[src/logic/ecp_svc_pkg.sv]
// package: constants, types and register map of the fifo service-request block
package ecp_svc_pkg;

    // ------------------------------------------------------------
    // register map (byte addresses on the wishbone bus)
    // ------------------------------------------------------------
    localparam logic [10:0] CMDQ_OFS = 11'h000;
    localparam logic [10:0] DATAQ_OFS = 11'h400;
    localparam logic [10:0] CTRL_OFS = 11'h408;
    localparam logic [10:0] STAT_OFS = 11'h40c;

    // status word field positions
    localparam int STAT_CNT_LSB = 0;
    localparam int STAT_EMPTY_BIT = 5;
    localparam int STAT_FULL_BIT = 6;
    localparam int STAT_REQ_BIT = 7;
    localparam int STAT_HOLD_BIT = 8;
    localparam int STAT_IRQ_BIT = 9;

    // ------------------------------------------------------------
    // queue geometry and thresholds
    // ------------------------------------------------------------
    localparam int DEPTH = 16;
    localparam logic [4:0] DEPTH_CNT = 5'h10;
    localparam logic [4:0] THR_CAP = 5'h0f;
    localparam logic [5:0] BURST_MAX = 6'h20;

    // ------------------------------------------------------------
    // timing
    // ------------------------------------------------------------
    localparam int CLK_MHZ = 100;
    localparam int HOLD_NS = 350;
    localparam int HOLD_CYC = (HOLD_NS * CLK_MHZ + 999) / 1000;
    localparam int IRQ_PULSE_NS = 100;
    localparam int IRQ_PULSE_CYC = (IRQ_PULSE_NS * CLK_MHZ) / 1000;

    // pin synchroniser reset image: ack_n and ior_n idle high
    localparam logic [10:0] PIN_SYNC_RST = 11'h600;

    // ------------------------------------------------------------
    // types
    // ------------------------------------------------------------
    typedef enum logic [1:0] {
        MODE_DATA = 2'h0,
        MODE_COMPAT = 2'h1,
        MODE_TEST = 2'h2
    } queue_mode_t;

    typedef enum logic [2:0] {
        ST_IDLE = 3'b001,
        ST_REQ = 3'b010,
        ST_HOLD = 3'b100
    } dma_state_t;

    typedef struct packed {
        logic [3:0] trigger_setting;
        logic service_mask;
        logic dma_request_allow;
        queue_mode_t mode;
        logic direction;
    } ctrl_t;

    typedef struct packed {
        logic cmd;
        logic [7:0] data;
    } entry_t;

    localparam ctrl_t CTRL_RST = '{trigger_setting: 4'h0, service_mask: 1'b1,
        dma_request_allow: 1'b0, mode: MODE_DATA, direction: 1'b0};
    localparam entry_t ENTRY_RST = '{cmd: 1'b0, data: 8'h00};

endpackage

[src/logic/pin_sync.sv]
// two-flop synchroniser for a group of pin inputs
`timescale 1ns/1ps
module pin_sync #(
    parameter int WIDTH = 1,
    parameter logic [WIDTH-1:0] RST_VAL = '0
) (
    // clock, reset, enable
    input wire logic clk,
    input wire logic arst_n,
    input wire logic ce,
    // pins in, synchronised out
    input wire logic [WIDTH-1:0] d,
    output logic [WIDTH-1:0] q
);

    // ------------------------------------------------------------
    // one two-stage chain per bit
    // ------------------------------------------------------------
    genvar i;
    generate
        for (i = 0; i < WIDTH; i++) begin : g_bit
            logic meta_ff;
            logic sync_ff;
            // first stage is read only by the second
            always_ff @(posedge clk or negedge arst_n) begin
                if (!arst_n) begin
                    meta_ff <= RST_VAL[i];
                    sync_ff <= RST_VAL[i];
                end else if (ce) begin
                    meta_ff <= d[i];
                    sync_ff <= meta_ff;
                end
            end
            assign q[i] = sync_ff;
        end
    endgenerate

endmodule

[src/logic/ecp_svc_req.sv]
// fifo service-request logic: dma request, burst limit, pio interrupts
//
// Our own choices: register access over Wishbone and the register addresses.
`timescale 1ns/1ps

// Overview of operation
// - dma moves only data, test or compat bytes, never command bytes
// - terminal count raises an interrupt and sets service_mask
// - request at most 32 cycles in a row, then low until ack high 350 ns
// - during dma the queue is selected by the ack alone
// - reverse dma: request while data held, drop on empty or qualified tc
// - last byte: request drops on ack, else on read strobe edge
// - re-request on one byte; after tc also needs mask cleared
// - pio data/test queue at 400h, command queue write-only at 000h
// - threshold 16 acts as threshold 15
// - reverse pio interrupts when count >= 16 minus threshold
// - forward pio interrupts when count <= threshold
// - threshold is trigger_setting plus one, range 1 to 16
// - each interrupt is a brief low pulse, then the line floats
module ecp_svc_req import ecp_svc_pkg::*; (
    // clock, reset, enable
    input wire logic CLK,
    input wire logic ARST_N,
    input wire logic CE,
    // wishbone slave
    input wire logic [10:0] WB_ADR_I,
    input wire logic [31:0] WB_DAT_I,
    input wire logic [3:0] WB_SEL_I,
    input wire logic WB_WE_I,
    input wire logic WB_CYC_I,
    input wire logic WB_STB_I,
    output logic [31:0] WB_DAT_O,
    output logic WB_ACK_O,
    // isa dma pins
    input wire logic PORT_DMA_ACK_N,
    input wire logic PORT_DMA_TC,
    input wire logic PORT_IOR_N,
    input wire logic [7:0] PORT_DMA_WDATA,
    output logic [7:0] PORT_DMA_RDATA,
    output logic PORT_DMA_REQUEST,
    // shared interrupt pin
    output logic PORT_IRQ_PIN_O,
    output logic PORT_IRQ_PIN_OE,
    // peripheral side, reverse fill
    input wire logic PER_IN_VALID,
    input wire logic [7:0] PER_IN_DATA,
    output logic PER_IN_READY,
    // peripheral side, forward drain
    output logic PER_OUT_VALID,
    output logic [7:0] PER_OUT_DATA,
    output logic PER_OUT_CMD,
    input wire logic PER_OUT_TAKEN
);

    // ------------------------------------------------------------
    // pin synchronisers
    // ------------------------------------------------------------
    logic [10:0] pin_q;
    logic ack_n_s;
    logic tc_s;
    logic ior_n_s;
    logic [7:0] wdata_s;
    logic ack_n_d_ff;
    logic ior_n_d_ff;
    logic ack_fall;
    logic ior_fall;
    logic tc_evt;

    pin_sync #(.WIDTH(11), .RST_VAL(PIN_SYNC_RST)) u_pin_sync (
        .clk(CLK),
        .arst_n(ARST_N),
        .ce(CE),
        .d({PORT_DMA_ACK_N, PORT_IOR_N, PORT_DMA_TC, PORT_DMA_WDATA}),
        .q(pin_q)
    );

    assign ack_n_s = pin_q[10];
    assign ior_n_s = pin_q[9];
    assign tc_s = pin_q[8];
    assign wdata_s = pin_q[7:0];

    // edge history of synchronised strobes
    always_ff @(posedge CLK or negedge ARST_N) begin
        if (!ARST_N) begin
            ack_n_d_ff <= 1'b1;
            ior_n_d_ff <= 1'b1;
        end else if (CE) begin
            ack_n_d_ff <= ack_n_s;
            ior_n_d_ff <= ior_n_s;
        end
    end

    // a dma cycle starts on the falling ack, queue chosen by ack alone
    assign ack_fall = ack_n_d_ff & ~ack_n_s;
    assign ior_fall = ior_n_d_ff & ~ior_n_s;
    // terminal count only counts when qualified by the ack
    assign tc_evt = ack_fall & tc_s;

    // ------------------------------------------------------------
    // state declarations
    // ------------------------------------------------------------
    ctrl_t ctrl_ff, nxt_ctrl;
    logic ack_ff, nxt_ack;
    logic [31:0] dat_ff, nxt_dat;
    logic wb_push, wb_pop;
    entry_t wb_entry;

    entry_t mem_ff [DEPTH];
    entry_t nxt_mem [DEPTH];
    logic [3:0] wr_ptr_ff, nxt_wr_ptr;
    logic [3:0] rd_ptr_ff, nxt_rd_ptr;
    logic [4:0] count_ff, nxt_count;
    logic push, pop;
    entry_t push_entry;
    entry_t head;
    logic empty, full;
    logic in_ready_ff, nxt_in_ready;
    logic out_valid_ff, nxt_out_valid;
    entry_t out_ff, nxt_out;
    logic out_load, per_push, dma_push, dma_pop;

    dma_state_t state_ff, nxt_state;
    logic [5:0] burst_ff, nxt_burst;
    logic [5:0] hold_ff, nxt_hold;
    logic req_ff, nxt_req;
    logic [7:0] rdata_ff, nxt_rdata;
    logic want;

    logic cond_ff, nxt_cond;
    logic [5:0] pulse_ff, nxt_pulse;
    logic irq_oe_ff, nxt_irq_oe;
    logic irq_o_ff;
    logic [4:0] thr;
    logic cond;
    logic irq_evt;

    logic fwd, test_mode, qsel;

    assign fwd = ~ctrl_ff.direction;
    assign test_mode = (ctrl_ff.mode == MODE_TEST);
    assign head = mem_ff[rd_ptr_ff];
    assign empty = (count_ff == 5'h00);
    assign full = (count_ff == DEPTH_CNT);
    assign qsel = (WB_ADR_I == DATAQ_OFS) || (WB_ADR_I == CMDQ_OFS);

    // ------------------------------------------------------------
    // wishbone register slave
    // ------------------------------------------------------------
    // one access per ack; queue access waits out a dma cycle edge
    always_comb begin
        logic take;
        logic [31:0] word;
        logic [31:0] stat;
        take = WB_CYC_I & WB_STB_I & ~ack_ff & ~(qsel & ack_fall);
        word = {23'h000000, ctrl_ff};
        stat = 32'h00000000;
        stat[STAT_CNT_LSB +: 5] = count_ff;
        stat[STAT_EMPTY_BIT] = empty;
        stat[STAT_FULL_BIT] = full;
        stat[STAT_REQ_BIT] = req_ff;
        stat[STAT_HOLD_BIT] = (state_ff == ST_HOLD);
        stat[STAT_IRQ_BIT] = irq_oe_ff;
        nxt_ctrl = ctrl_ff;
        nxt_ack = 1'b0;
        nxt_dat = dat_ff;
        wb_push = 1'b0;
        wb_pop = 1'b0;
        wb_entry = ENTRY_RST;
        if (take) begin
            nxt_ack = 1'b1;
            nxt_dat = 32'h00000000;
            if (WB_ADR_I == CTRL_OFS) begin
                if (WB_WE_I) begin
                    if (WB_SEL_I[0]) begin
                        word[7:0] = WB_DAT_I[7:0];
                    end
                    if (WB_SEL_I[1]) begin
                        word[8] = WB_DAT_I[8];
                    end
                    nxt_ctrl = ctrl_t'(word[8:0]);
                end else begin
                    nxt_dat = word;
                end
            end else if (WB_ADR_I == STAT_OFS) begin
                nxt_dat = stat;
            end else if (WB_ADR_I == DATAQ_OFS) begin
                // data or test queue at 400h
                if (WB_WE_I && WB_SEL_I[0] && (fwd || test_mode)) begin
                    wb_push = 1'b1;
                    wb_entry = '{cmd: 1'b0, data: WB_DAT_I[7:0]};
                end else if (!WB_WE_I && (!fwd || test_mode) && !empty) begin
                    wb_pop = 1'b1;
                    nxt_dat = {24'h000000, head.data};
                end
            end else if (WB_ADR_I == CMDQ_OFS) begin
                // command queue is write-only, reads return zero
                if (WB_WE_I && WB_SEL_I[0] && fwd && !test_mode) begin
                    wb_push = 1'b1;
                    wb_entry = '{cmd: 1'b1, data: WB_DAT_I[7:0]};
                end
            end
        end
        // terminal count masks further service, winning over a write
        if (tc_evt && ctrl_ff.dma_request_allow) begin
            nxt_ctrl.service_mask = 1'b1;
        end
    end

    always_ff @(posedge CLK or negedge ARST_N) begin
        if (!ARST_N) begin
            ctrl_ff <= CTRL_RST;
            ack_ff <= 1'b0;
            dat_ff <= 32'h00000000;
        end else if (CE) begin
            ctrl_ff <= nxt_ctrl;
            ack_ff <= nxt_ack;
            dat_ff <= nxt_dat;
        end
    end

    // ------------------------------------------------------------
    // byte queue with output stage
    // ------------------------------------------------------------
    assign dma_push = ack_fall & fwd & ~full;
    assign dma_pop = ack_fall & ~fwd & ~empty;
    assign per_push = PER_IN_VALID & in_ready_ff;
    assign out_load = fwd & ~test_mode & ~empty & (~out_valid_ff | PER_OUT_TAKEN);

    // one push and one pop per cycle, sources exclusive by direction
    always_comb begin
        nxt_mem = mem_ff;
        push = 1'b0;
        pop = 1'b0;
        // dma bytes always enter as data, never as commands
        push_entry = '{cmd: 1'b0, data: wdata_s};
        if (dma_push) begin
            push = 1'b1;
        end else if (wb_push && !full) begin
            push = 1'b1;
            push_entry = wb_entry;
        end else if (per_push && !full) begin
            push = 1'b1;
            push_entry = '{cmd: 1'b0, data: PER_IN_DATA};
        end
        pop = dma_pop | wb_pop | out_load;
        nxt_wr_ptr = wr_ptr_ff;
        nxt_rd_ptr = rd_ptr_ff;
        if (push) begin
            nxt_mem[wr_ptr_ff] = push_entry;
            nxt_wr_ptr = wr_ptr_ff + 4'h1;
        end
        if (pop) begin
            nxt_rd_ptr = rd_ptr_ff + 4'h1;
        end
        nxt_count = count_ff + {4'h0, push} - {4'h0, pop};
        nxt_in_ready = ctrl_ff.direction & ~test_mode & (nxt_count != DEPTH_CNT);
        nxt_out_valid = out_valid_ff & ~PER_OUT_TAKEN;
        nxt_out = out_ff;
        if (out_load) begin
            nxt_out_valid = 1'b1;
            nxt_out = head;
        end
    end

    always_ff @(posedge CLK or negedge ARST_N) begin
        if (!ARST_N) begin
            for (int i = 0; i < DEPTH; i++) begin
                mem_ff[i] <= ENTRY_RST;
            end
            wr_ptr_ff <= 4'h0;
            rd_ptr_ff <= 4'h0;
            count_ff <= 5'h00;
            in_ready_ff <= 1'b0;
            out_valid_ff <= 1'b0;
            out_ff <= ENTRY_RST;
        end else if (CE) begin
            mem_ff <= nxt_mem;
            wr_ptr_ff <= nxt_wr_ptr;
            rd_ptr_ff <= nxt_rd_ptr;
            count_ff <= nxt_count;
            in_ready_ff <= nxt_in_ready;
            out_valid_ff <= nxt_out_valid;
            out_ff <= nxt_out;
        end
    end

    // ------------------------------------------------------------
    // dma request state machine
    // ------------------------------------------------------------
    // request wanted on the post-transfer count, so the last byte drops it
    assign want = nxt_ctrl.dma_request_allow & ~nxt_ctrl.service_mask &
        (ctrl_ff.direction ? (nxt_count != 5'h00) : (nxt_count != DEPTH_CNT));

    always_comb begin
        nxt_state = state_ff;
        nxt_burst = burst_ff;
        nxt_hold = hold_ff;
        // read data is presented while the ack is still high
        nxt_rdata = ack_n_s ? head.data : rdata_ff;
        case (state_ff)
            ST_IDLE: begin
                nxt_burst = 6'h00;
                if (want) begin
                    nxt_state = ST_REQ;
                end
            end
            ST_REQ: begin
                if (ack_fall) begin
                    nxt_burst = burst_ff + 6'h01;
                end
                if (ack_fall && nxt_burst == BURST_MAX) begin
                    // burst limit reached: hold off the request
                    nxt_state = ST_HOLD;
                    nxt_hold = 6'h00;
                end else if (!want) begin
                    nxt_state = ST_IDLE;
                end else if (ior_fall && ctrl_ff.direction && count_ff == 5'h01) begin
                    // last byte read without an ack edge
                    nxt_state = ST_IDLE;
                end
            end
            ST_HOLD: begin
                // ack must stay high for the full hold time
                if (ack_n_s) begin
                    nxt_hold = hold_ff + 6'h01;
                end else begin
                    nxt_hold = 6'h00;
                end
                if (nxt_hold == 6'(HOLD_CYC)) begin
                    nxt_state = ST_IDLE;
                end
            end
            default: begin
                nxt_state = ST_IDLE;
            end
        endcase
        nxt_req = (nxt_state == ST_REQ);
    end

    always_ff @(posedge CLK or negedge ARST_N) begin
        if (!ARST_N) begin
            state_ff <= ST_IDLE;
            burst_ff <= 6'h00;
            hold_ff <= 6'h00;
            req_ff <= 1'b0;
            rdata_ff <= 8'h00;
        end else if (CE) begin
            state_ff <= nxt_state;
            burst_ff <= nxt_burst;
            hold_ff <= nxt_hold;
            req_ff <= nxt_req;
            rdata_ff <= nxt_rdata;
        end
    end

    // ------------------------------------------------------------
    // service interrupt
    // ------------------------------------------------------------
    // threshold is setting plus one, sixteen folded onto fifteen
    always_comb begin
        thr = {1'b0, ctrl_ff.trigger_setting} + 5'h01;
        if (thr == DEPTH_CNT) begin
            thr = THR_CAP;
        end
    end

    // pio level condition; a rise or a mask release fires a pulse
    always_comb begin
        cond = 1'b0;
        if (!ctrl_ff.service_mask && !ctrl_ff.dma_request_allow) begin
            if (ctrl_ff.direction) begin
                cond = (count_ff >= (DEPTH_CNT - thr));
            end else begin
                cond = (count_ff <= thr);
            end
        end
        nxt_cond = cond;
        irq_evt = (cond & ~cond_ff) |
            (tc_evt & ctrl_ff.dma_request_allow & ~ctrl_ff.service_mask);
        nxt_pulse = pulse_ff;
        if (irq_evt) begin
            nxt_pulse = 6'(IRQ_PULSE_CYC);
        end else if (pulse_ff != 6'h00) begin
            nxt_pulse = pulse_ff - 6'h01;
        end
        // drive low only while the pulse runs, float otherwise
        nxt_irq_oe = (nxt_pulse != 6'h00);
    end

    always_ff @(posedge CLK or negedge ARST_N) begin
        if (!ARST_N) begin
            cond_ff <= 1'b0;
            pulse_ff <= 6'h00;
            irq_oe_ff <= 1'b0;
            irq_o_ff <= 1'b0;
        end else if (CE) begin
            cond_ff <= nxt_cond;
            pulse_ff <= nxt_pulse;
            irq_oe_ff <= nxt_irq_oe;
            irq_o_ff <= 1'b0;
        end
    end

    // ------------------------------------------------------------
    // outputs
    // ------------------------------------------------------------
    assign WB_DAT_O = dat_ff;
    assign WB_ACK_O = ack_ff;
    assign PORT_DMA_RDATA = rdata_ff;
    assign PORT_DMA_REQUEST = req_ff;
    assign PORT_IRQ_PIN_O = irq_o_ff;
    assign PORT_IRQ_PIN_OE = irq_oe_ff;
    assign PER_IN_READY = in_ready_ff;
    assign PER_OUT_VALID = out_valid_ff;
    assign PER_OUT_DATA = out_ff.data;
    assign PER_OUT_CMD = out_ff.cmd;

endmodule

[config.mk]
export PLATFORM = sky130hd
export DESIGN_NAME = ecp_svc_req
export DESIGN_NICKNAME = d
export VERILOG_FILES = /design/src/logic/ecp_svc_pkg.sv /design/src/logic/pin_sync.sv /design/src/logic/ecp_svc_req.sv
export SDC_FILE = /design/constraint.sdc
export NUM_CORES = 1
export LEC_CHECK = 0
export BUFFER_PORTS_ARGS = -buffer_cell sky130_fd_sc_hd__buf_2
export CAP_MARGIN = 20
export CORE_MARGIN = 8
export CORE_UTILIZATION = 50
export DETAILED_ROUTE_END_ITERATION = 7
export PLACE_DENSITY = 0.77
export REMOVE_ABC_BUFFERS = 1
export SLEW_MARGIN = 10
export SYNTH_ARGS = -nofsm -noshare
export SYNTH_HDL_FRONTEND = slang
export SYNTH_SLANG_ARGS = --single-unit
[constraint.sdc]
create_clock -name CLK -period 4.3 [get_ports CLK]
set_clock_uncertainty 0.15 [all_clocks]
set_input_delay 0.86 -clock CLK [delete_from_list [all_inputs] [get_ports CLK]]
set_output_delay 0.86 -clock CLK [all_outputs]
set_load 0.02 [all_outputs]
Yosys cells after proc, flatten, opt, wreduce, memory -nomap -nowiden
Cells that the tools add are included.
- register bits: 266
- logic and storage cells: 253
- output and inout port bits: 55
- order comparisons: 5
- reduce and logical (&&, ||, !) cells: 39
- muxes and demuxes: 64
- eq/ne operators: 15
- bitwise logic cells: 42
- add/sub/neg operators: 9
- operators with widths (kind ; count):
    144-bit bitwise mux ; 1
    9-bit two-way mux ; 12
    6-bit two-way mux ; 7
    8-bit two-way mux ; 5
    9-bit binary-select mux with 4-bit select ; 1
    9-bit demux with 4-bit select ; 1
    11-bit == test, second input constant ; 3
    32-bit two-way mux ; 1
    5-bit two-way mux ; 5
    6-bit case mux with 2 select lines ; 2
    1-bit AND ; 23
    1-bit two-way mux ; 22
    3-bit two-way mux ; 5
    1-bit logical AND ; 14
    1-bit inverter ; 13
    6-bit by 1-bit adder with 6-bit output, second input constant ; 2
    6-bit == test, second input constant ; 2
    2-bit AND reduction ; 6
    6-bit nonzero test ; 2
    11-bit zero test ; 1
    5-bit == test, second input constant ; 2
    5-bit >= comparator, second input constant ; 2
    10-bit two-way mux ; 1
    4-bit inverter with 5-bit output ; 2
    other kinds (25) ; 39

Logic depth before layout (Yosys ltp)
Gate-level depths: netlist of the first run.
- depth after elaboration: 21
- gate-level depth with buffers: 16

Cells and area by module
A second synthesis of the first run with hierarchy kept.
- cell total of the unflattened synthesis: 976
- area total of the unflattened synthesis: 12655.9 um^2
- by module, submodules not included (module ; sequential area each (um^2) ; cells each ; area each (um^2) ; times used):
    ecp_svc_req ; 5560.3 ; 919 ; 11747.5 ; 1
    pin_sync ; 555.5 ; 57 ; 908.4 ; 1

Worst setup path before layout of the first run
Ideal clock, no wire load.
- path kind: in2reg
- start point: input port WB_ADR_I[7]
- end point: register req_ff (netlist: PORT_DMA_REQUEST)
- arrival time: 4.090 ns
- stages: 14
- slack: -0.041 ns
- library setup time: 0.101 ns
- data required time: 4.049 ns
- cells stage by stage: nor4_1 nand3_1 nor4_2 o2bb2ai_1 ha_1 inv_1 ha_1 fa_1 a21oi_1 o21ba_2 xnor3_1 xnor2_1 o221ai_1 o32ai_1
- word-level cells in the longest chain between the ends: 18
- elaborated cells on any way between the ends: 38
- classes of those cells: add/sub (2); eq/ne (5); mux (19); bitwise (8); reduce/logical (4)
- RTL lines (what ; RTL line ; source):
    from (decl) ; ecp_svc_req.sv:26 ; input wire logic [10:0] WB_ADR_I,
    11-bit zero test / 11-bit == test (equally long branches) ; ecp_svc_req.sv:144, ecp_svc_req.sv:195, ecp_svc_req.sv:186 ;
    1-bit two-way mux / 1-bit logical OR (equally long branches) ; ecp_svc_req.sv:195, ecp_svc_req.sv:144 ;
    1-bit two-way mux / 1-bit AND (equally long branches) ; ecp_svc_req.sv:186, ecp_svc_req.sv:154 ;
    1-bit two-way mux / 1-bit inverter (equally long branches) ; ecp_svc_req.sv:184, ecp_svc_req.sv:154 ;
    1-bit two-way mux / 1-bit AND (equally long branches) ; ecp_svc_req.sv:172, ecp_svc_req.sv:154 ;
    1-bit two-way mux ; ecp_svc_req.sv:169 ; if (take) begin
    1-bit logical AND ; ecp_svc_req.sv:238 ; end else if (wb_push && !full) begin
    1-bit two-way mux ; ecp_svc_req.sv:238 ;
    (+2 left out) ; - ;
    5-bit by 1-bit subtractor with 5-bit output ; ecp_svc_req.sv:255 ; nxt_count = count_ff + {4'h0, push} - {4'h0, pop};
    5-bit inequality test / 5-bit nonzero test (equally long branches) ; ecp_svc_req.sv:292 ; (ctrl_ff.direction ? (nxt_count != 5'h00) : (nxt_count != DEPTH_CNT));
    1-bit two-way mux ; ecp_svc_req.sv:292 ;
    1-bit AND (*) ; ecp_svc_req.sv:291 ; assign want = nxt_ctrl.dma_request_allow & ~nxt_ctrl.service_mask &
    3-bit two-way mux ; ecp_svc_req.sv:315 ; end else if (!want) begin
    3-bit two-way mux ; ecp_svc_req.sv:311 ; if (ack_fall && nxt_burst == BURST_MAX) begin
    3-bit case mux with 3 select lines (*) ; ecp_svc_req.sv:300 ; case (state_ff)
    3-bit by 2-bit == test with 1-bit output (*) ; ecp_svc_req.sv:337 ; nxt_req = (nxt_state == ST_REQ);
    to (signal assigned) ; ecp_svc_req.sv:351 ; req_ff <= nxt_req;
    to (decl) ; ecp_svc_req.sv:125 ; logic req_ff, nxt_req;
Every way passes the cells marked *; elsewhere a longest branch is shown, timed or not.
A chain may end at the register's enable or synchronous reset.

Worst setup path after layout of the first run
- start point: register count_ff[3]
- end point: register state_ff[1]
- word-level cells in the longest chain between the ends: 18
- elaborated cells on any way between the ends: 37
- classes of those cells: add/sub (2); eq/ne (3); mux (15); bitwise (9); reduce/logical (8)
- RTL lines (what ; RTL line ; source):
    from (decl) ; ecp_svc_req.sv:112 ; logic [4:0] count_ff, nxt_count;
    from (signal assigned) ; ecp_svc_req.sv:280 ; count_ff <= nxt_count;
    5-bit zero test ; ecp_svc_req.sv:142 ; assign empty = (count_ff == 5'h00);
    1-bit zero test ; ecp_svc_req.sv:191 ; end else if (!WB_WE_I && (!fwd || test_mode) && !empty) begin
    1-bit logical AND ; ecp_svc_req.sv:191 ;
    1-bit two-way mux ; ecp_svc_req.sv:191 ;
    1-bit two-way mux ; ecp_svc_req.sv:188 ; if (WB_WE_I && WB_SEL_I[0] && (fwd || test_mode)) begin
    1-bit two-way mux ; ecp_svc_req.sv:186 ; end else if (WB_ADR_I == DATAQ_OFS) begin
    1-bit two-way mux ; ecp_svc_req.sv:184 ; end else if (WB_ADR_I == STAT_OFS) begin
    1-bit two-way mux ; ecp_svc_req.sv:172 ; if (WB_ADR_I == CTRL_OFS) begin
    1-bit two-way mux ; ecp_svc_req.sv:169 ;
    1-bit OR (2 in series) ; ecp_svc_req.sv:245 ; pop = dma_pop | wb_pop | out_load;
    5-bit by 1-bit subtractor with 5-bit output ; ecp_svc_req.sv:255 ;
    5-bit inequality test / 5-bit nonzero test (equally long branches) ; ecp_svc_req.sv:292 ;
    1-bit two-way mux ; ecp_svc_req.sv:292 ;
    1-bit AND ; ecp_svc_req.sv:291 ;
    3-bit two-way mux ; ecp_svc_req.sv:315 ;
    3-bit two-way mux ; ecp_svc_req.sv:311 ;
    3-bit case mux with 3 select lines (*) ; ecp_svc_req.sv:300 ;
    to (signal assigned) ; ecp_svc_req.sv:348 ; state_ff <= nxt_state;
    to (decl) ; ecp_svc_req.sv:122 ; dma_state_t state_ff, nxt_state;
Marked as above.

==> results.sh, run 1 <==
export IMPL_grt_pass1_wl_um=47870
export IMPL_wl_per_cell_um=21.06
export IMPL_seq_area_um2=6117
export IMPL_setup_violations=0
export IMPL_worst_pin_slew_ns=1.052
export IMPL_synthSimpleGateAreaFrac_pct=8.983
export IMPL_htreeDepth=1
export IMPL_routed_wl_um=29530
export IMPL_nFillCells=1902
export IMPL_p_leak_nw=6.616
export IMPL_clock_latency_ns=0.54
export IMPL_r2r_slack_ns=0.18
export IMPL_antenna_left=0
export IMPL_syn_to_final_growth_pct=15.19
export IMPL_cts_root_buf="clkbuf_16"
export IMPL_final_hold_viol_count=0
export IMPL_grt_pass1_vias=8692
export IMPL_grt_overflow_total=0
export IMPL_synth_most_common_cell="dfrtp_1"
export IMPL_required_ns=4.58
export IMPL_maxSlewHeadroom_pct=29.88
export IMPL_fmax_mhz=243.0
export IMPL_period_share_pct=95.71
export IMPL_synth_edff_count=0
export IMPL_cts_sinks=244
export IMPL_start_kind="register"
export IMPL_cp_buffers_inverters=3
export IMPL_die_area_um2=29870
export IMPL_cp_max_fo=4
export IMPL_fin_crit_ns=4.115
export IMPL_layout_drive_gt1_share_pct=40.63
export IMPL_grt_max_degree=136
export IMPL_hold_slack_ns=0.2847
export IMPL_synthTopCellsByCount="dfrtp_1 (236), mux2_2 (187), nand2_1 (54)"
export IMPL_holdBufCountCts=0
export IMPL_yosys_area_share_xor_xnor_pct=1.536
export IMPL_status="completed"
export IMPL_cts_path_max_buffers=3
export IMPL_ys_flop_type="dfrtp_1"
export IMPL_postSynthRegisterBits=244
export IMPL_rows=57
export IMPL_synth_area_leaders="dfrtp_1 (48%), mux2_2 (17%), mux4_2 (8.2%)"
export IMPL_synth_avg_cell_area_um2=12.88
export IMPL_gp_congestion=0.9484
export IMPL_timing_rr_start="count_ff[3]"
export IMPL_place_port_buffers=80
export IMPL_rr_worst_depth=16
export IMPL_initial_core_util_pct=50.72
export IMPL_clkTransAtPathRegs_ns=0.06
export IMPL_reg2reg_to="state_ff[1]"
export IMPL_max_stage_delay_ns=0.55
export IMPL_place_ws_ns=-0.1209
export IMPL_synthMuxAreaShare_pct=26.42
export IMPL_core_um2=24250
export IMPL_vias_per_cell=5.930
export IMPL_synthAdderAreaFrac_pct=2.706
export IMPL_multi_input_area_um2=5857
export IMPL_synth_async_sr_flop_share_pct=100.0
export IMPL_fin_setup_tns_ns=0
export IMPL_numCtsBuffers=26
export IMPL_postSynthCellCount=955
export IMPL_worstPathCellList="inv_2, ha_2, and4bb_1, or4_4, o32ai_4, inv_2, ha_1, inv_1, ha_1, fa_2, a21oi_2, o21ba_4, xnor3_2, xnor2_2, o221ai_2, o32ai_2"
export IMPL_place_area_um2=13190
export IMPL_synth_top_family_by_area="multiplexers"
export IMPL_drt_iter0_markers=752
export IMPL_antenna_cells=0
export IMPL_syn_area_um2=12300
export IMPL_ir_worst_vdd_mv=0.2423
export IMPL_dr_pass1_iters=7
export IMPL_dp_hpwl_um=20580
export IMPL_grt_antenna_before_repair=0
export IMPL_finalMaxSlewViolations=0
export IMPL_setup_ws_ns=0.1846
export IMPL_min_path_type="input port to async pin"
export IMPL_path_class="register to register"
export IMPL_maxCapViolCount=0
export IMPL_synth_compound_area_share_pct=6.684
export IMPL_die_h_um=172.8
export IMPL_synth_top_area_share_pct=48.02
export IMPL_ys_warn_count=0
export IMPL_drcViolationCount=0
export IMPL_arrival_ns=4.39
export IMPL_crit_slowest_cell="or4_4"
export IMPL_ios=129
export IMPL_power_density_nw_per_um2=562.5
export IMPL_final_nets=1159
export IMPL_die_w_um=172.8
export IMPL_synth_largest_area_cell="dfrtp_1"
export IMPL_final_cell_area_um2=14170
export IMPL_grt_util_all_layers_pct=19.55
export IMPL_endpoint_kind="register"
export IMPL_post_route_util_pct=58.43
export IMPL_tritoncts="built"
export IMPL_ys_seq_area_share_pct=49.73
export IMPL_synthDistinctLibCells=69
export IMPL_path_delay_family="compound AO/OA/AOI/OAI gates"
export IMPL_vias=8314
==> kinds of logic after synthesis <==
kind of cell,after synthesis
and+or+nand+nor,199
adders and majority gates,26
DFF,244
other,1
buffers and inverters,100
muxes,245
xor gates and xnor gates,20
AOI/OAI and AO/OA,120
==> registers in the layout, summed over array words and instances (netlist names), 8 cells and up <==
register / count
mem_ff: 144
u_pin_sync.g_bit.meta_ff: 11
u_pin_sync.g_bit.sync_ff: 11
WB_DAT_O: 10
ctrl_ff: 9
PER_OUT_DATA: 8
PORT_DMA_RDATA: 8
==> power by group <==
group	leakage, nW	total, mW	internal [mW]	switching [mW]
Sequential	3.23	3.20	2.80	0.404
Clock	0.440	2.31	1.41	0.892
Combinational	2.95	2.46	1.28	1.18
==> timing repair <==
item | in CTS | in global routing
resized for setup | 0 | 12
setup buffers | 0 | 1
setup endpoints to repair | 0 | 3
==> layout make-up <==
| cell class | count | share of cell area [%] |
|---|---|---|
| clock buffer | 40 | 5.458 |
| tap | 324 | 2.861 |
| timing repair buffer | 128 | 5.617 |
| sequential | 244 | 43.18 |
| clock inverter | 7 | 0.8567 |
| inverter | 26 | 0.6889 |
| multi-input combinational | 633 | 41.34 |
==> routing by layer <==
layer / vias to the layer above / GRT usage (%) / share of wire, %
met1: 4312 / 25.19 / 42
met2: 247 / 32.87 / 50
li1: 3700 / - / -
met5: - / 0 / 0
met3: 55 / 3.442 / 5.3
met4: 0 / 6.791 / 2.9
==> cell usage in the layout, fill, tap and decap left out, types with 7 or more instances in the layout <==
| master | count |
|---|---|
| dfrtp_1 | 235 |
| mux2_2 | 187 |
| buf_2 | 79 |
| nand2_1 | 54 |
| buf_4 | 46 |
| mux4_2 | 45 |
| o21ai_0 | 33 |
| nor2_1 | 29 |
| clkbuf_16 | 26 |
| inv_1 | 24 |
| ha_1 | 24 |
| conb_1 | 23 |
| nand3_1 | 22 |
| a21oi_1 | 17 |
| xnor2_1 | 15 |
| mux2i_1 | 13 |
| and3_1 | 12 |
| nor3b_1 | 11 |
| nand4_1 | 10 |
| a31oi_1 | 8 |
| nor3_1 | 8 |
| dfstp_2 | 8 |
| nand2b_1 | 7 |
| nor2b_1 | 7 |
| a222oi_1 | 7 |
| clkbuf_8 | 7 |
| clkbuf_1 | 7 |
==> through the flow <==
stage               power [mW]  std cells
finish                   7.968       1402
global route             8.373       1402
CTS                      7.935       1400
detailed placement       5.605       1353
global placement         5.494       1351
floorplan                4.785        903
==> how the worst max path moves through the flow <==
stage                start          endpoint  cells past startpoint
2_1_floorplan  WB_ADR_I[7]  PORT_DMA_REQUEST                     14
3_3_place_gp   WB_ADR_I[7]  PORT_DMA_REQUEST                     16
3_5_place_dp      WB_STB_I       state_ff[1]                     15
4_1_cts        count_ff[3]       state_ff[1]                     16
5_1_grt        count_ff[3]       state_ff[1]                     16
6_report       count_ff[3]       state_ff[1]                     16
No activity file was read; power rests on OpenSTA's default activity.
==> inputs of run 2 (changes only) <==
--- a/config.mk
+++ b/config.mk
@@ -15,4 +15,5 @@
 export SLEW_MARGIN = 10
 export SYNTH_ARGS = -nofsm -noshare
 export SYNTH_HDL_FRONTEND = slang
+export SYNTH_HIERARCHICAL = 1
 export SYNTH_SLANG_ARGS = --single-unit
==> results.sh, run 2 <==
export IMPL_rsz0062_at_grt="false"
export IMPL_layout_common_cells="dfrtp_1 (235), mux2_2 (169), buf_2 (79)"
export IMPL_synth_avg_cell_area_um2=12.97
export IMPL_place_port_buffers=80
export IMPL_r2r_slack_ns=0.31
export IMPL_die_area_um2=30660
export IMPL_initial_core_util_pct=50.55
export IMPL_arrival_ns=4.27
export IMPL_synth_edff_count=0
export IMPL_synth_largest_area_cell="dfrtp_1"
export IMPL_synth_area_leaders="dfrtp_1 (47%), mux2_2 (15%), mux4_2 (8.0%)"
export IMPL_vias_per_cell=5.962
export IMPL_drcViolationCount=0
export IMPL_clkTransAtPathRegs_ns=0.07
export IMPL_endpoint_kind="register"
export IMPL_cts_sinks=244
export IMPL_maxSlewHeadroom_pct=40.90
export IMPL_gp_congestion=0.8943
export IMPL_holdBufCountCts=0
export IMPL_setup_violations=0
export IMPL_seq_area_um2=6117
export IMPL_final_nets=1165
export IMPL_timing_rr_start="ack_n_d_ff"
export IMPL_synth_async_sr_flop_share_pct=100.0
export IMPL_min_path_type="input port to async pin"
export IMPL_routed_wl_um=29450
export IMPL_required_ns=4.58
export IMPL_worst_pin_slew_ns=0.8694
export IMPL_crit_slowest_cell="dfstp_2"
export IMPL_ir_worst_vdd_mv=0.3714
export IMPL_largest_register_ffs=144
export IMPL_period_share_pct=92.80
export IMPL_clock_latency_ns=0.53
export IMPL_die_h_um=175.1
export IMPL_final_hold_viol_count=0
export IMPL_reg_top3="mem_ff: 144 flops, u_pin_sync/g_bit.meta_ff: 11 flops, u_pin_sync/g_bit.sync_ff: 11 flops"
export IMPL_cts_root_buf="clkbuf_16"
export IMPL_fin_crit_ns=3.990
export IMPL_dp_hpwl_um=20940
export IMPL_postSynthCellCount=976
export IMPL_die_w_um=175.1
export IMPL_core_um2=25040
export IMPL_antenna_cells=0
export IMPL_grt_pass1_wl_um=47530
export IMPL_drt_iter0_markers=642
export IMPL_rows=58
export IMPL_place_inst=1366
export IMPL_wl_per_cell_um=20.83
export IMPL_status="completed"
export IMPL_path_delay_family="compound AO/OA/AOI/OAI gates"
export IMPL_worstPathCellList="nor2b_1, nand2_1, a21oi_1, a21oi_4, ha_1, inv_1, ha_1, fa_1, a21oi_1, o21ba_2, xnor3_1, xnor2_1, o221ai_1, buf_4, o31ai_1"
export IMPL_fmax_mhz=250.6
export IMPL_p_leak_nw=6.668
export IMPL_ios=129
export IMPL_synthTopCellsByCount="dfrtp_1 (236), mux2_2 (169), nand2_1 (57)"
export IMPL_postSynthRegisterBits=244
export IMPL_power_density_nw_per_um2=606.5
export IMPL_grt_antenna_before_repair=0
export IMPL_syn_area_um2=12660
export IMPL_synthDistinctLibCells=73
export IMPL_nFillCells=1975
export IMPL_tritoncts="built"
export IMPL_finalMaxSlewViolations=0
export IMPL_grt_util_all_layers_pct=19.13
export IMPL_antenna_left=0
export IMPL_final_common_cell="dfrtp_1"
export IMPL_htreeDepth=1
export IMPL_synth_most_common_cell="dfrtp_1"
export IMPL_grt_overflow_total=0
export IMPL_cp_max_fo=7
export IMPL_final_cells=1414
export IMPL_dr_pass1_iters=7
export IMPL_path_class="register to register"
export IMPL_syn_to_final_growth_pct=13.80
export IMPL_layout_drive_gt1_share_pct=39.21
export IMPL_ys_flop_type="dfrtp_1"
export IMPL_post_cts_setup_buffers=0
export IMPL_cts_resized=0
export IMPL_maxCapViolCount=0
export IMPL_reg2reg_to="state_ff[1]"
export IMPL_start_kind="register"
export IMPL_cts_path_max_buffers=3
export IMPL_ys_warn_count=6
export IMPL_rr_worst_depth=15
export IMPL_vias=8430
export IMPL_synth_top_area_share_pct=46.66
export IMPL_numCtsBuffers=26
export IMPL_grt_pass1_vias=8515
export IMPL_max_stage_delay_ns=0.55
export IMPL_cp_buffers_inverters=2
export IMPL_regMostFlops="mem_ff"
export IMPL_ys_seq_area_share_pct=48.32
export IMPL_post_route_util_pct=57.53
export IMPL_multi_input_area_um2=6105
export IMPL_grt_max_degree=120
run 2: changes by cell type in the layout (fill, tap and decap cells not counted), sizes merged, moves of 8 or more:
cell / previous run / this run
a32o: 3 / 23
nor3: 10 / 29
nand3: 22 / 36
buf: 128 / 116
nor3b: 12 / 3
mux2: 187 / 179
run 2: worst max-delay path by stage:
| stage | startpoint | slack [ns] | endpoint | cells after the start |
|---|---|---|---|---|
| 6_report | ack_n_d_ff | 0.31 | state_ff[1] | 15 |
| 5_1_grt | ack_n_d_ff | 0.03 | PORT_DMA_REQUEST | 15 |
| 4_1_cts | count_ff[2] | 0.31 | state_ff[1] | 17 |
| 3_5_place_dp | WB_ADR_I[5] | -0.07 | state_ff[1] | 16 |
| 3_3_place_gp | WB_ADR_I[5] | -0.03 | PORT_DMA_REQUEST | 16 |
| 2_1_floorplan | count_ff[3] | -2.12 | PORT_DMA_REQUEST | 16 |
run 2: layout make-up:
cell class,instances,area share (%)
inverter,23,0.5994
clock buffer,38,5.525
tap,330,2.867
sequential,244,42.47
timing repair buffer,117,4.865
multi-input combinational,653,42.39
clock inverter,9,1.286
run 2: where the power goes:
group	internal (mW)	total (mW)	switching [mW]
sequential	2.97	3.47	0.498
combinational	1.39	2.77	1.38
clock	1.58	2.50	0.917
total	5.94	8.74	2.79
run 2: through the flow:
stage	hold WS, ns	setup WS [ns]	cell area [µm²]	total power [mW]	TNS (ns)
3_5_place_dp	0.3156	-0.06822	13410	6.259	-0.1249
6_report	0.2842	0.3098	14400	8.736	0
4_1_cts	0.3028	0.3107	14390	8.778	0
2_1_floorplan	0.3024	-2.118	12290	5.363	-106.22
3_3_place_gp	0.3091	-0.02919	13380	6.137	-0.05055
5_1_grt	0.3487	0.02501	14400	9.173	0
run 2: logic make-up (layout without fill, tap and decap cells):
family	after synthesis	count (layout)	synth area share, %
AND/OR/NAND/NOR	215	215	10.47
buffers and inverters	101	187	4.251
multiplexers	242	242	25.39
XOR/XNOR	20	20	1.493
AO/OA/AOI/OAI	127	127	7.415
adder cells (fa/ha/maj)	26	26	2.630
flip-flops	244	244	48.32
other	1	23	0.02963
run 2: layer usage:
layer	track usage (%)	part of all wire (%)
met5	0	0
met1	25.22	42
met4	6.288	3.2
met3	4.360	6.9
met2	30.89	48
